===== src/shared/ufc_pkg.sv =====
package ufc_pkg;

	// ------------------------------------------------------------
	// buffer and timing
	// ------------------------------------------------------------
	localparam int        FIFO_DEPTH = 64;
	localparam int        RX_ERR_W   = 3;
	localparam int        THR_STEP   = 4;     // threshold field granularity
	localparam logic[3:0] OS_LAST    = 4'hF;  // 16 clocks of divisor per bit

	// ------------------------------------------------------------
	// register byte offsets on the bus
	// ------------------------------------------------------------
	localparam logic [7:0] ADDR_DATA   = 8'h00;
	localparam logic [7:0] ADDR_IER    = 8'h04;
	localparam logic [7:0] ADDR_IIR    = 8'h08;
	localparam logic [7:0] ADDR_FIFO   = 8'h0C;
	localparam logic [7:0] ADDR_LINE   = 8'h10;
	localparam logic [7:0] ADDR_MODEM  = 8'h14;
	localparam logic [7:0] ADDR_STATUS = 8'h18;
	localparam logic [7:0] ADDR_EFEAT  = 8'h1C;
	localparam logic [7:0] ADDR_THRESH = 8'h20;
	localparam logic [7:0] ADDR_TRIG   = 8'h24;
	localparam logic [7:0] ADDR_DIVLO  = 8'h28;
	localparam logic [7:0] ADDR_DIVHI  = 8'h2C;
	localparam logic [7:0] ADDR_RES_A  = 8'h30;
	localparam logic [7:0] ADDR_RES_B  = 8'h34;
	localparam logic [7:0] ADDR_STOP_A = 8'h38;
	localparam logic [7:0] ADDR_STOP_B = 8'h3C;

	// ------------------------------------------------------------
	// field positions
	// ------------------------------------------------------------
	localparam int EF_AUTO_CTS  = 7;
	localparam int EF_AUTO_RTS  = 6;
	localparam int EF_SPECIAL   = 5;
	localparam int MC_XON_ANY   = 5;
	localparam int MC_RTS       = 1;
	localparam int IE_STOP      = 5;
	localparam int IE_MODEM     = 3;
	localparam int FS_ENABLE    = 0;
	localparam int LC_TWO_STOP  = 2;
	localparam int LC_PAR_EN    = 3;
	localparam int LC_PAR_EVEN  = 4;

	// ------------------------------------------------------------
	// reset values and identity codes
	// ------------------------------------------------------------
	localparam logic [7:0] REG_RESET  = 8'h00;
	localparam logic [7:0] LINE_RESET = 8'h1D;
	localparam logic [7:0] IIR_NONE   = 8'h01;
	localparam logic [7:0] IIR_MODEM  = 8'h00;
	localparam logic [7:0] IIR_STOP   = 8'h10;

	typedef enum logic [1:0] {
		SER_IDLE  = 2'b00,
		SER_SHIFT = 2'b01
	} ufc_ser_state_type;

endpackage : ufc_pkg


===== src/core/ufc_tx_serializer.sv =====
module ufc_tx_serializer
	import ufc_pkg::*;
(
	// clock and reset
	input  logic        clk,
	input  logic        rstn,
	// framing setup
	input  logic [15:0] divisor,
	input  logic [1:0]  word_len,
	input  logic        two_stop,
	input  logic        par_en,
	input  logic        par_even,
	// character handoff
	input  logic        start,
	input  logic [7:0]  data,
	output logic        busy,
	// serial line
	output logic        txd
);

	// ------------------------------------------------------------
	// frame build
	// ------------------------------------------------------------
	ufc_ser_state_type state_q;
	logic [15:0]       div_cnt_q;
	logic [3:0]        os_cnt_q;
	logic [11:0]       frame_q;
	logic [3:0]        bits_q;
	logic              txd_q;
	logic [7:0]        masked;
	logic [3:0]        nd;
	logic              par_bit;
	logic [11:0]       frame;
	logic [3:0]        total;
	logic [15:0]       reload;
	logic              bit_end;

	// short words send only their low bits, flow chars included
	assign masked  = data & (8'hFF >> (2'd3 - word_len));
	assign nd      = 4'd5 + {2'b00, word_len};
	assign par_bit = par_even ? ^masked : ~^masked;
	always_comb begin
		frame = (12'hFFF << (nd + 4'd1)) | {3'b000, masked, 1'b0};
		if (par_en) begin
			frame[nd + 4'd1] = par_bit;
		end
	end
	assign total = nd + 4'd2 + {3'b000, par_en} + {3'b000, two_stop};

	// divisor 0 is treated as 1 so the line never freezes
	assign reload  = (divisor == 16'h0000) ? 16'h0000 : divisor - 16'h0001;
	assign bit_end = (div_cnt_q == 16'h0000) && (os_cnt_q == OS_LAST);

	// ------------------------------------------------------------
	// bit timing and shifting
	// ------------------------------------------------------------
	always_ff @(posedge clk) begin
		if (!rstn) begin
			state_q   <= SER_IDLE;
			div_cnt_q <= 16'h0000;
			os_cnt_q  <= 4'h0;
			frame_q   <= 12'hFFF;
			bits_q    <= 4'h0;
			txd_q     <= 1'b1;
		end else begin
			case (state_q)
				SER_IDLE: begin
					if (start) begin
						state_q   <= SER_SHIFT;
						txd_q     <= frame[0];
						frame_q   <= {1'b1, frame[11:1]};
						bits_q    <= total - 4'd1;
						div_cnt_q <= reload;
						os_cnt_q  <= 4'h0;
					end
				end
				SER_SHIFT: begin
					// divide the reference clock by the divisor
					if (div_cnt_q == 16'h0000) begin
						div_cnt_q <= reload;
						os_cnt_q  <= os_cnt_q + 4'h1;
					end else begin
						div_cnt_q <= div_cnt_q - 16'h0001;
					end
					if (bit_end) begin
						if (bits_q == 4'h0) begin
							state_q <= SER_IDLE;
							txd_q   <= 1'b1;
						end else begin
							txd_q   <= frame_q[0];
							frame_q <= {1'b1, frame_q[11:1]};
							bits_q  <= bits_q - 4'd1;
						end
					end
				end
				default: begin
					state_q <= SER_IDLE;
					txd_q   <= 1'b1;
				end
			endcase
		end
	end

	assign busy = (state_q == SER_SHIFT);
	assign txd  = txd_q;

endmodule : ufc_tx_serializer


===== src/core/ufc_channel.sv =====
module ufc_channel
	import ufc_pkg::*;
#(
	parameter int DEPTH = FIFO_DEPTH
) (
	// clock and reset
	input  logic        clk,
	input  logic        rstn,
	// wishbone slave
	input  logic        wb_cyc,
	input  logic        wb_stb,
	input  logic        wb_we,
	input  logic [7:0]  wb_adr,
	input  logic [3:0]  wb_sel,
	input  logic [31:0] wb_dat_w,
	output logic [31:0] wb_dat_r,
	output logic        wb_ack,
	// received characters from the deserializer
	input  logic        rx_valid,
	input  logic [7:0]  rx_char,
	input  logic [2:0]  rx_err,
	// modem lines and serial output
	input  logic        cts_n,
	output logic        rts_n,
	output logic        txd,
	output logic        irq
);

	localparam int AW = $clog2(DEPTH);
	localparam int LW = AW + 1;

	// ------------------------------------------------------------
	// bus slave
	// ------------------------------------------------------------
	logic        ack_q;
	logic [31:0] dat_q;
	logic        bus_req;
	logic        wr_en;
	logic        rd_en;
	logic [31:0] rd_word;
	logic [7:0]  wdat;

	assign bus_req = wb_cyc && wb_stb && !ack_q;
	assign wr_en   = bus_req && wb_we && wb_sel[0];
	assign rd_en   = bus_req && !wb_we;
	assign wdat    = wb_dat_w[7:0];

	// single wait state answer to every address, mapped or not
	always_ff @(posedge clk) begin
		if (!rstn) begin
			ack_q <= 1'b0;
			dat_q <= 32'h0000_0000;
		end else begin
			ack_q <= bus_req;
			if (rd_en) begin
				dat_q <= rd_word;
			end
		end
	end
	assign wb_ack   = ack_q;
	assign wb_dat_r = dat_q;

	// ------------------------------------------------------------
	// control registers
	// ------------------------------------------------------------
	logic [7:0] enhanced_feature_reg_q;
	logic [7:0] flow_threshold_reg_q;
	logic [7:0] programmable_trigger_reg_q;
	logic [7:0] fifo_setup_reg_q;
	logic [7:0] line_ctl_reg_q;
	logic [7:0] modem_ctl_reg_q;
	logic [7:0] irq_enable_reg_q;
	logic [7:0] divisor_low_q;
	logic [7:0] divisor_high_q;
	logic [7:0] resume_char_a_q;
	logic [7:0] resume_char_b_q;
	logic [7:0] stop_char_a_q;
	logic [7:0] stop_char_b_q;

	always_ff @(posedge clk) begin
		if (!rstn) begin
			enhanced_feature_reg_q     <= REG_RESET;
			flow_threshold_reg_q       <= REG_RESET;
			programmable_trigger_reg_q <= REG_RESET;
			fifo_setup_reg_q           <= REG_RESET;
			line_ctl_reg_q             <= LINE_RESET;
			modem_ctl_reg_q            <= REG_RESET;
			irq_enable_reg_q           <= REG_RESET;
		end else if (wr_en) begin
			case (wb_adr)
				ADDR_EFEAT:  enhanced_feature_reg_q     <= wdat;
				ADDR_THRESH: flow_threshold_reg_q       <= wdat;
				ADDR_TRIG:   programmable_trigger_reg_q <= wdat;
				ADDR_FIFO:   fifo_setup_reg_q           <= wdat;
				ADDR_LINE:   line_ctl_reg_q             <= wdat;
				ADDR_MODEM:  modem_ctl_reg_q            <= wdat;
				ADDR_IER:    irq_enable_reg_q           <= wdat;
				default: begin
				end
			endcase
		end
	end

	// no reset here: software programs these once and keeps them
	always_ff @(posedge clk) begin
		if (wr_en) begin
			case (wb_adr)
				ADDR_DIVLO:  divisor_low_q   <= wdat;
				ADDR_DIVHI:  divisor_high_q  <= wdat;
				ADDR_RES_A:  resume_char_a_q <= wdat;
				ADDR_RES_B:  resume_char_b_q <= wdat;
				ADDR_STOP_A: stop_char_a_q   <= wdat;
				ADDR_STOP_B: stop_char_b_q   <= wdat;
				default: begin
				end
			endcase
		end
	end

	// field decode
	logic       auto_cts;
	logic       auto_rts;
	logic       fifo_en;
	logic [1:0] tx_sel;
	logic [1:0] rx_sel;
	assign auto_cts = enhanced_feature_reg_q[EF_AUTO_CTS];
	assign auto_rts = enhanced_feature_reg_q[EF_AUTO_RTS];
	assign fifo_en  = fifo_setup_reg_q[FS_ENABLE];
	assign tx_sel   = enhanced_feature_reg_q[3:2];
	assign rx_sel   = enhanced_feature_reg_q[1:0];

	// ------------------------------------------------------------
	// FIFOs and thresholds
	// ------------------------------------------------------------
	logic [RX_ERR_W+7:0] rx_mem [DEPTH];
	logic [7:0]          tx_mem [DEPTH];
	logic [AW-1:0]       rx_wp_q, rx_rp_q, tx_wp_q, tx_rp_q;
	logic [LW-1:0]       rx_level_q, tx_level_q;
	logic [LW-1:0]       cap, halt_lvl, resume_lvl;
	logic                rx_push, rx_pop, tx_push, tx_pop, store_char;

	// with FIFOs off each side holds one character
	assign cap        = fifo_en ? LW'(DEPTH) : LW'(1);
	assign halt_lvl   = fifo_en ?
		LW'(flow_threshold_reg_q[3:0]) * LW'(THR_STEP) : LW'(1);
	assign resume_lvl = fifo_en ?
		LW'(flow_threshold_reg_q[7:4]) * LW'(THR_STEP) : LW'(0);

	// room above halt absorbs the sender's extra character
	assign rx_push = rx_valid && store_char && (rx_level_q < cap);
	assign rx_pop  = rd_en && (wb_adr == ADDR_DATA) && (rx_level_q != '0);
	assign tx_push = wr_en && (wb_adr == ADDR_DATA) && (tx_level_q < cap);

	always_ff @(posedge clk) begin
		if (rx_push) begin
			rx_mem[rx_wp_q] <= {rx_err, rx_char};
		end
		if (tx_push) begin
			tx_mem[tx_wp_q] <= wdat;
		end
	end

	always_ff @(posedge clk) begin
		if (!rstn) begin
			rx_wp_q    <= '0;
			rx_rp_q    <= '0;
			tx_wp_q    <= '0;
			tx_rp_q    <= '0;
			rx_level_q <= '0;
			tx_level_q <= '0;
		end else begin
			rx_wp_q    <= rx_wp_q + AW'(rx_push);
			rx_rp_q    <= rx_rp_q + AW'(rx_pop);
			tx_wp_q    <= tx_wp_q + AW'(tx_push);
			tx_rp_q    <= tx_rp_q + AW'(tx_pop);
			rx_level_q <= rx_level_q + LW'(rx_push) - LW'(rx_pop);
			tx_level_q <= tx_level_q + LW'(tx_push) - LW'(tx_pop);
		end
	end

	// ------------------------------------------------------------
	// hardware flow control
	// ------------------------------------------------------------
	logic rts_on_q, rts_n_q, cts_prev_q, cts_delta_q, status_rd;

	// hysteresis between halt and resume levels
	always_ff @(posedge clk) begin
		if (!rstn) begin
			rts_on_q <= 1'b0;
			rts_n_q  <= 1'b1;
		end else begin
			if (rx_level_q >= halt_lvl) begin
				rts_on_q <= 1'b0;
			end else if (rx_level_q <= resume_lvl) begin
				rts_on_q <= 1'b1;
			end
			rts_n_q <= auto_rts ? !rts_on_q : !modem_ctl_reg_q[MC_RTS];
		end
	end
	assign rts_n = rts_n_q;

	// status read clears the delta; a change in that cycle still wins
	assign status_rd = rd_en && (wb_adr == ADDR_STATUS);
	always_ff @(posedge clk) begin
		// tracks the pin through reset too, so no false change follows
		cts_prev_q <= cts_n;
		if (!rstn) begin
			cts_delta_q <= 1'b0;
		end else if ((cts_n != cts_prev_q) && !auto_cts) begin
			cts_delta_q <= 1'b1;
		end else if (status_rd) begin
			cts_delta_q <= 1'b0;
		end
	end

	// ------------------------------------------------------------
	// software flow control: receive matching
	// ------------------------------------------------------------
	logic seq_mode, eq_sa, eq_sb, eq_ra, eq_rb;
	logic stop_one, res_one, stop_hit, resume_hit, special_hit;
	logic xon_any_hit, is_flow, stop_first_q, res_first_q;
	logic tx_halted_q, stop_flag_q, iir_clear, overrun_q;
	logic [7:0] iir_val;

	// pairs in sequence when both rx bits set and tx bits equal
	assign seq_mode = (rx_sel == 2'b11) && (tx_sel[1] == tx_sel[0]);
	assign eq_sa    = (rx_char == stop_char_a_q);
	assign eq_sb    = (rx_char == stop_char_b_q);
	assign eq_ra    = (rx_char == resume_char_a_q);
	assign eq_rb    = (rx_char == resume_char_b_q);
	assign stop_one = (rx_sel[1] && eq_sa) || (rx_sel[0] && eq_sb);
	assign res_one  = (rx_sel[1] && eq_ra) || (rx_sel[0] && eq_rb);
	assign stop_hit = rx_valid &&
		(seq_mode ? (stop_first_q && eq_sb) : stop_one);
	assign resume_hit = rx_valid &&
		(seq_mode ? (res_first_q && eq_rb) : res_one);
	assign special_hit = rx_valid && enhanced_feature_reg_q[EF_SPECIAL] &&
		eq_sb && !stop_hit;
	assign xon_any_hit = rx_valid && modem_ctl_reg_q[MC_XON_ANY] &&
		tx_halted_q && !stop_hit;
	// flow values are not data, so matched ones are dropped unless they are a stored special character match
	assign is_flow = (rx_sel != 2'b00) && (seq_mode ?
		(eq_sa || eq_sb || eq_ra || eq_rb) : (stop_one || res_one));
	assign store_char = !is_flow || special_hit;

	// remember a first character; any other character breaks the pair
	always_ff @(posedge clk) begin
		if (!rstn) begin
			stop_first_q <= 1'b0;
			res_first_q  <= 1'b0;
		end else if (rx_valid) begin
			stop_first_q <= seq_mode && eq_sa;
			res_first_q  <= seq_mode && eq_ra;
		end
	end

	// halt takes effect at the next character start only
	always_ff @(posedge clk) begin
		if (!rstn) begin
			tx_halted_q <= 1'b0;
		end else if (stop_hit) begin
			tx_halted_q <= 1'b1;
		end else if (resume_hit || xon_any_hit) begin
			tx_halted_q <= 1'b0;
		end
	end

	assign iir_val = (cts_delta_q && irq_enable_reg_q[IE_MODEM]) ? IIR_MODEM :
		(stop_flag_q && irq_enable_reg_q[IE_STOP]) ? IIR_STOP :
		IIR_NONE;
	assign iir_clear = rd_en && (wb_adr == ADDR_IIR) && (iir_val == IIR_STOP);

	// a new match in the clearing cycle keeps the flag set
	always_ff @(posedge clk) begin
		if (!rstn) begin
			stop_flag_q <= 1'b0;
		end else if (stop_hit || special_hit) begin
			stop_flag_q <= 1'b1;
		end else if (resume_hit || iir_clear) begin
			stop_flag_q <= 1'b0;
		end
	end

	always_ff @(posedge clk) begin
		if (!rstn) begin
			overrun_q <= 1'b0;
			irq       <= 1'b0;
		end else begin
			if (rx_valid && store_char && !rx_push) begin
				overrun_q <= 1'b1;
			end else if (status_rd) begin
				overrun_q <= 1'b0;
			end
			irq <= (stop_flag_q && irq_enable_reg_q[IE_STOP]) ||
				(cts_delta_q && irq_enable_reg_q[IE_MODEM]);
		end
	end

	// ------------------------------------------------------------
	// software flow control: transmit of flow characters
	// ------------------------------------------------------------
	logic       xoff_sent_q, fc_a_q, fc_b_q, fc_stop_q, flow_pend;
	logic       need_stop, need_resume, cts_ok, ser_busy, tx_start;
	logic [7:0] flow_val, ser_data;

	assign flow_pend   = fc_a_q || fc_b_q;
	assign need_stop   = (tx_sel != 2'b00) && !xoff_sent_q &&
		(rx_level_q > halt_lvl);
	assign need_resume = xoff_sent_q && (rx_level_q <= resume_lvl);
	assign flow_val = fc_a_q ?
		(fc_stop_q ? stop_char_a_q : resume_char_a_q) :
		(fc_stop_q ? stop_char_b_q : resume_char_b_q);

	// a queued pair goes first character a, then b
	always_ff @(posedge clk) begin
		if (!rstn) begin
			xoff_sent_q <= 1'b0;
			fc_a_q      <= 1'b0;
			fc_b_q      <= 1'b0;
			fc_stop_q   <= 1'b0;
		end else if (!flow_pend && (need_stop || need_resume)) begin
			xoff_sent_q <= need_stop;
			fc_stop_q   <= need_stop;
			fc_a_q      <= tx_sel[1];
			fc_b_q      <= tx_sel[0];
		end else if (tx_start && flow_pend) begin
			if (fc_a_q) begin
				fc_a_q <= 1'b0;
			end else begin
				fc_b_q <= 1'b0;
			end
		end
	end

	// ------------------------------------------------------------
	// transmitter start
	// ------------------------------------------------------------
	// cts seen only between characters, so a late drop lets one more go
	assign cts_ok   = !auto_cts || !cts_n;
	assign tx_start = !ser_busy && cts_ok && (flow_pend ||
		((tx_level_q != '0) && !tx_halted_q));
	assign tx_pop   = tx_start && !flow_pend;
	assign ser_data = flow_pend ? flow_val : tx_mem[tx_rp_q];

	ufc_tx_serializer u_ser (
		.clk      (clk),
		.rstn     (rstn),
		.divisor  ({divisor_high_q, divisor_low_q}),
		.word_len (line_ctl_reg_q[1:0]),
		.two_stop (line_ctl_reg_q[LC_TWO_STOP]),
		.par_en   (line_ctl_reg_q[LC_PAR_EN]),
		.par_even (line_ctl_reg_q[LC_PAR_EVEN]),
		.start    (tx_start),
		.data     (ser_data),
		.busy     (ser_busy),
		.txd      (txd)
	);

	// ------------------------------------------------------------
	// read mux
	// ------------------------------------------------------------
	always_comb begin
		rd_word = 32'h0000_0000;
		case (wb_adr)
			ADDR_DATA:   rd_word = (rx_level_q == '0) ? 32'h0000_0000 :
				{21'h000000, rx_mem[rx_rp_q]};
			ADDR_IER:    rd_word = {24'h000000, irq_enable_reg_q};
			ADDR_IIR:    rd_word = {24'h000000, iir_val};
			ADDR_FIFO:   rd_word = {24'h000000, fifo_setup_reg_q};
			ADDR_LINE:   rd_word = {24'h000000, line_ctl_reg_q};
			ADDR_MODEM:  rd_word = {24'h000000, modem_ctl_reg_q};
			ADDR_STATUS: rd_word = {10'h000, xoff_sent_q, overrun_q,
				cts_delta_q, !cts_n, !rts_n_q, tx_halted_q,
				8'(tx_level_q), 8'(rx_level_q)};
			ADDR_EFEAT:  rd_word = {24'h000000, enhanced_feature_reg_q};
			ADDR_THRESH: rd_word = {24'h000000, flow_threshold_reg_q};
			ADDR_TRIG:   rd_word = {24'h000000, programmable_trigger_reg_q};
			ADDR_DIVLO:  rd_word = {24'h000000, divisor_low_q};
			ADDR_DIVHI:  rd_word = {24'h000000, divisor_high_q};
			ADDR_RES_A:  rd_word = {24'h000000, resume_char_a_q};
			ADDR_RES_B:  rd_word = {24'h000000, resume_char_b_q};
			ADDR_STOP_A: rd_word = {24'h000000, stop_char_a_q};
			ADDR_STOP_B: rd_word = {24'h000000, stop_char_b_q};
			default:     rd_word = 32'h0000_0000;
		endcase
	end

	// ------------------------------------------------------------
	// assertions
	// ------------------------------------------------------------
	cts_gate_a: assert property (@(posedge clk) disable iff (!rstn)
		tx_start && auto_cts |-> !cts_n)
		else $error("character started while cts inactive");
	rts_halt_a: assert property (@(posedge clk) disable iff (!rstn)
		auto_rts && (rx_level_q >= halt_lvl) ##1 auto_rts |=> rts_n)
		else $error("rts still active at halt level");
	rts_resume_a: assert property (@(posedge clk) disable iff (!rstn)
		auto_rts && (rx_level_q <= resume_lvl) && (rx_level_q < halt_lvl)
		##1 auto_rts |=> !rts_n)
		else $error("rts not restored at resume level");
	fifo_off_a: assert property (@(posedge clk) disable iff (!rstn)
		!fifo_en && $past(!fifo_en) |-> rx_level_q <= LW'(1))
		else $error("disabled fifo holds more than one char");
	cts_quiet_a: assert property (@(posedge clk) disable iff (!rstn)
		$rose(cts_delta_q) |-> !$past(auto_cts))
		else $error("cts change flagged under auto cts");
	stop_halt_a: assert property (@(posedge clk) disable iff (!rstn)
		stop_hit |=> tx_halted_q && stop_flag_q)
		else $error("stop match did not halt and flag");
	halt_hold_a: assert property (@(posedge clk) disable iff (!rstn)
		tx_halted_q && tx_start |-> flow_pend)
		else $error("data sent while halted");
	resume_clr_a: assert property (@(posedge clk) disable iff (!rstn)
		resume_hit && !stop_hit && !special_hit |=> !stop_flag_q)
		else $error("resume match left stop flag set");
	special_keep_a: assert property (@(posedge clk) disable iff (!rstn)
		special_hit && !tx_halted_q && rx_push |=>
		!tx_halted_q && stop_flag_q)
		else $error("special char halted or was not flagged");
	iir_code_a: assert property (@(posedge clk) disable iff (!rstn)
		iir_clear && !stop_hit && !special_hit ##1 1'b1 |->
		wb_dat_r == {24'h000000, IIR_STOP} && !stop_flag_q)
		else $error("identity read did not report or clear stop");
	xoff_send_a: assert property (@(posedge clk) disable iff (!rstn)
		need_stop && !flow_pend && tx_sel == 2'b11 |=>
		fc_a_q && fc_b_q && fc_stop_q)
		else $error("stop pair not queued past halt level");

endmodule : ufc_channel


===== config.mk =====
export PLATFORM = sky130hd
export DESIGN_NAME = ufc_channel
export DESIGN_NICKNAME = d
export VERILOG_FILES = /design/src/shared/ufc_pkg.sv /design/src/core/ufc_tx_serializer.sv /design/src/core/ufc_channel.sv
export SDC_FILE = /design/constraint.sdc
export NUM_CORES = 2
export LEC_CHECK = 0
export BUFFER_PORTS_ARGS = -buffer_cell sky130_fd_sc_hd__buf_4
export CAP_MARGIN = 10
export CORE_ASPECT_RATIO = 0.7
export CORE_MARGIN = 10
export CORE_UTILIZATION = 40
export DETAILED_ROUTE_END_ITERATION = 10
export HOLD_SLACK_MARGIN = 0.12
export SYNTH_ARGS = -nofsm -noshare
export SYNTH_HDL_FRONTEND = slang
export SYNTH_HIERARCHICAL = 1
export SYNTH_SLANG_ARGS = --single-unit

===== constraint.sdc =====
create_clock -name clk -period 4.5 [get_ports clk]
set_clock_uncertainty 0.15 [all_clocks]
set_input_delay 0.45 -clock clk [delete_from_list [all_inputs] [get_ports clk]]
set_output_delay 0.45 -clock clk [all_outputs]
set_load 0.005 [all_outputs]

==> summary.md <==
| Metric | Value |
|---|---|
| Filler Cell Count | `12600` |
| CTS tree | `yes` |
| Setup Fix Bufs, Post-CTS | `0` |
| Fin Hold WS | `0.145 ns` |
| Cell area after synthesis | `0.0596 sq mm` |
| Vias | `33800` |
| Yosys reg bits | `1430` |
| CTS H-tree lvls | `4` |
| Clock Latency Late Sink | `0.79 ns` |
| Worst slew pin tran | `1.20 ns` |
| Final setup vio count | `0` |
| Clk sinks | `1430` |
| FFs w/ async S/R, synth | `0%` |
| Total GRT Usage | `18.8%` |
| Wirelength per Cell | `26.7 um` |
| Hold path depth | `1` |
| Crit path required time | `5.01 ns` |
| Xor/xnor cell area share of the yosys netlist | `1.23%` |
| # rows | `118` |
| Multi-input gate area | `0.0175 sq mm` |
| Detail Placement HPWL | `103000 um` |
| Post-synthesis cell count | `3582` |
| DRT Pass-1 Iters | `6` |
| Simple-gate share of the synthesized area | `6.68%` |
| Global-route wire length before repair | `230000 um` |
| Crit end category | `flip-flop` |
| EDFF count, synth | `1264` |
| Starting density of the core | `40.3%` |
| Antenna-violating nets left | `0` |
| Hold WC Path Type | `in -> reg` |
| Pwr dens | `463 mW/mm^2` |
| Register area share after synthesis | `69.3%` |
| Root Buffer | `clkbuf_16` |
| Worst vdd ir | `361 uV` |
| Tcrit/Tclk final | `96.1%` |
| Largest family of logic cells by synthesized area | `multiplexers` |
| RSZ-0062 raised after global routing | `no` |
| Num ports | `98` |
| Tmin final | `4.32 ns` |
| Largest fanout on the critical path | `20` |
| Die width | `481 um` |
| Hold path endpoint | `tx_mem[51][7]` |
| Num CTS Buffers | `143` |
| Rel. slew slack | `19.3%` |
| Kind of critical path | `reg -> reg` |
| Yosys cell types | `92` |
| DRT iter0 DRCs | `4278` |
| Initial antenna violation count | `9` |
| Mux contribution to synthesized area | `14.4%` |
| Final GP Congestion | `0.917` |
| Worst-path clk slew | `0.06 ns` |
| Post-Synth Adder-Cell Area | `1.36%` |
| Worst setup SP type | `flip-flop` |
| Fin nets | `3941` |
| Post-synthesis compound-gate area fraction | `4.93%` |
| Max-Cap Viols | `0` |
| Area delta synth->final | `15.0%` |
| Port Buffer Count | `59` |
| Core area | `0.148 sq mm` |
| Share of cells above drive strength 1 | `22.8%` |
| Vias in the first global route | `32500` |
| Detail-routed via count per cell | `5.71` |
| Die area | `0.165 sq mm` |
| Die Y | `343 um` |
| Final TNS setup | `0 ns` |
| GRT overflow | `0` |
| Avg Cell Area, Syn | `16.6 sq um` |
| Largest net degree at the start of global routing | `78` |
| Leak pwr | `21.2 nW` |
| Final Hold Violating Endpoints | `0` |
| Routed WL | `158000 um` |
| Worst EP arrival | `4.83 ns` |
| Reg2reg setup slack | `0.18 ns` |
| Status | `finished clean` |
| Yosys warnings | `6` |
| Reg2reg end | `u_ser/frame_q[6]` |
| Min-delay src | `wb_dat_w[7]` |
| Tot Pwr | `31.7 mW` |
| Final core utilization | `46.3%` |
| Clock Path Buffers | `3` |
| Slew Limit Fails | `0` |
| Depth of the worst register-to-register path | `14` |
| Maximum clock frequency | `0.231 GHz` |
| Dominant synthesized flop cell | `edfxtp_1` |
| DRC | `0` |
| Register area | `0.0413 sq mm` |
| Critical R2R Launch | `tx_rp_q[0]` |
[critical path, cell delays in order (launching register included)]
cell	delay [ns]
dfxtp_4	0.37
buf_12	0.21
mux4_2	0.62
mux4_2	0.52
nor2b_1	0.15
a211oi_1	0.33
o221ai_1	0.33
xnor2_1	0.22
buf_4	0.16
xnor2_1	0.12
xnor3_1	0.45
buf_4	0.15
nand3_1	0.10
a21oi_1	0.17
nand3_1	0.10
[cell type report]
cell class	instances	area share, %
timing repair buffer	294	3.47
multi-input combinational	1889	25.6
inverter	58	0.318
tap	1980	3.62
antenna	10	0.0365
clock buffer	180	5.44
sequential	1430	60.3
clock inverter	83	1.23
[through the flow]
| stage | instance area (sq um) | cells | setup slack, ns |
|---|---|---|---|
| 6_report | 68500 | 5924 | 0.177 |
| 3_3_place_gp | 63800 | 5637 | 0.284 |
| 3_5_place_dp | 63800 | 5637 | 0.285 |
| 5_1_grt | 68500 | 5920 | 0.0518 |
| 2_1_floorplan | 59600 | 3592 | 0.739 |
| 4_1_cts | 68500 | 5914 | 0.166 |
[report_power, final]
group,total (mW),internal (mW),switching (mW)
Sequential,14.9,14.7,0.281
Combinational,5.02,2.23,2.79
Clock,11.7,6.54,5.21
[cells by family after synthesis]
| group | Yosys count |
|---|---|
| AO/OA/AOI/OAI | 447 |
| XOR/XNOR | 82 |
| adder cells (fa/ha/maj) | 63 |
| buffers and inverters | 273 |
| flip-flops | 1430 |
| multiplexers | 534 |
| other | 1 |
| AND/OR/NAND/NOR | 752 |
[cell usage after synthesis (52+ instances only)]
cell type  instances  area share, %
o21ai_0          106           0.89
xnor2_1           56           0.82
mux2i_1          243            4.1
nor4_1            81           0.85
inv_1             57           0.36
edfxtp_1        1264             64
nor2_1           194            1.2
clkbuf_1         116           0.73
a21oi_1           79           0.66
nand3_1           54           0.45
ha_1              60            1.3
and2_1            52           0.55
nand2_1          144           0.91
dfxtp_1          166            5.6
mux4_2           256            9.7
[cell usage in the layout (no fill, tap or decap), drive strengths merged, types with 68 or more instances in the layout]
cell type and count:
a21oi 79, mux2i 243, o21ai 107, nor2 195
mux4 256, clkbuf 180, inv 68, nor4 84
edfxtp 1264, dfxtp 166, nand2 150, buf 280
[state kept, by name, summed over array words and instances (netlist names), 8 cells and up]
name,count
programmable_trigger_reg_q,8
tx_mem,512
line_ctl_reg_q,8
divisor_low_q,8
resume_char_a_q,8
flow_threshold_reg_q,8
u_ser/frame_q,11
u_ser/div_cnt_q,16
irq_enable_reg_q,8
wb_dat_r,21
divisor_high_q,8
stop_char_b_q,8
stop_char_a_q,8
enhanced_feature_reg_q,8
fifo_setup_reg_q,8
modem_ctl_reg_q,8
resume_char_b_q,8
rx_mem,704
[layer usage]
metal / GRT usage [%] / routed length (um)
met1: 29.9 / 75100
met3: 5.31 / 15900
met5: 0 / 0
met2: 24.8 / 63300
met4: 4.97 / 3560
[repair_timing]
action,CTS,global route
setup endpoints to repair,0,1
hold endpoints to repair,141,0
hold buffers,14,0
resized for setup,0,1
[worst max path at each step]
stage | cells past startpoint | startpoint | slack, ns | endpoint
floorplan | 19 | rx_char[2] | 0.74 | rx_level_q[6]
global placement | 14 | tx_rp_q[0] | 0.28 | u_ser/frame_q[10]
detailed placement | 14 | tx_rp_q[0] | 0.28 | u_ser/frame_q[6]
CTS | 18 | resume_char_a_q[1] | 0.17 | rx_level_q[6]
global route | 13 | tx_rp_q[0] | 0.05 | u_ser/frame_q[3]
finish | 14 | tx_rp_q[0] | 0.18 | u_ser/frame_q[6]
(Power assumes the default switching activity.)
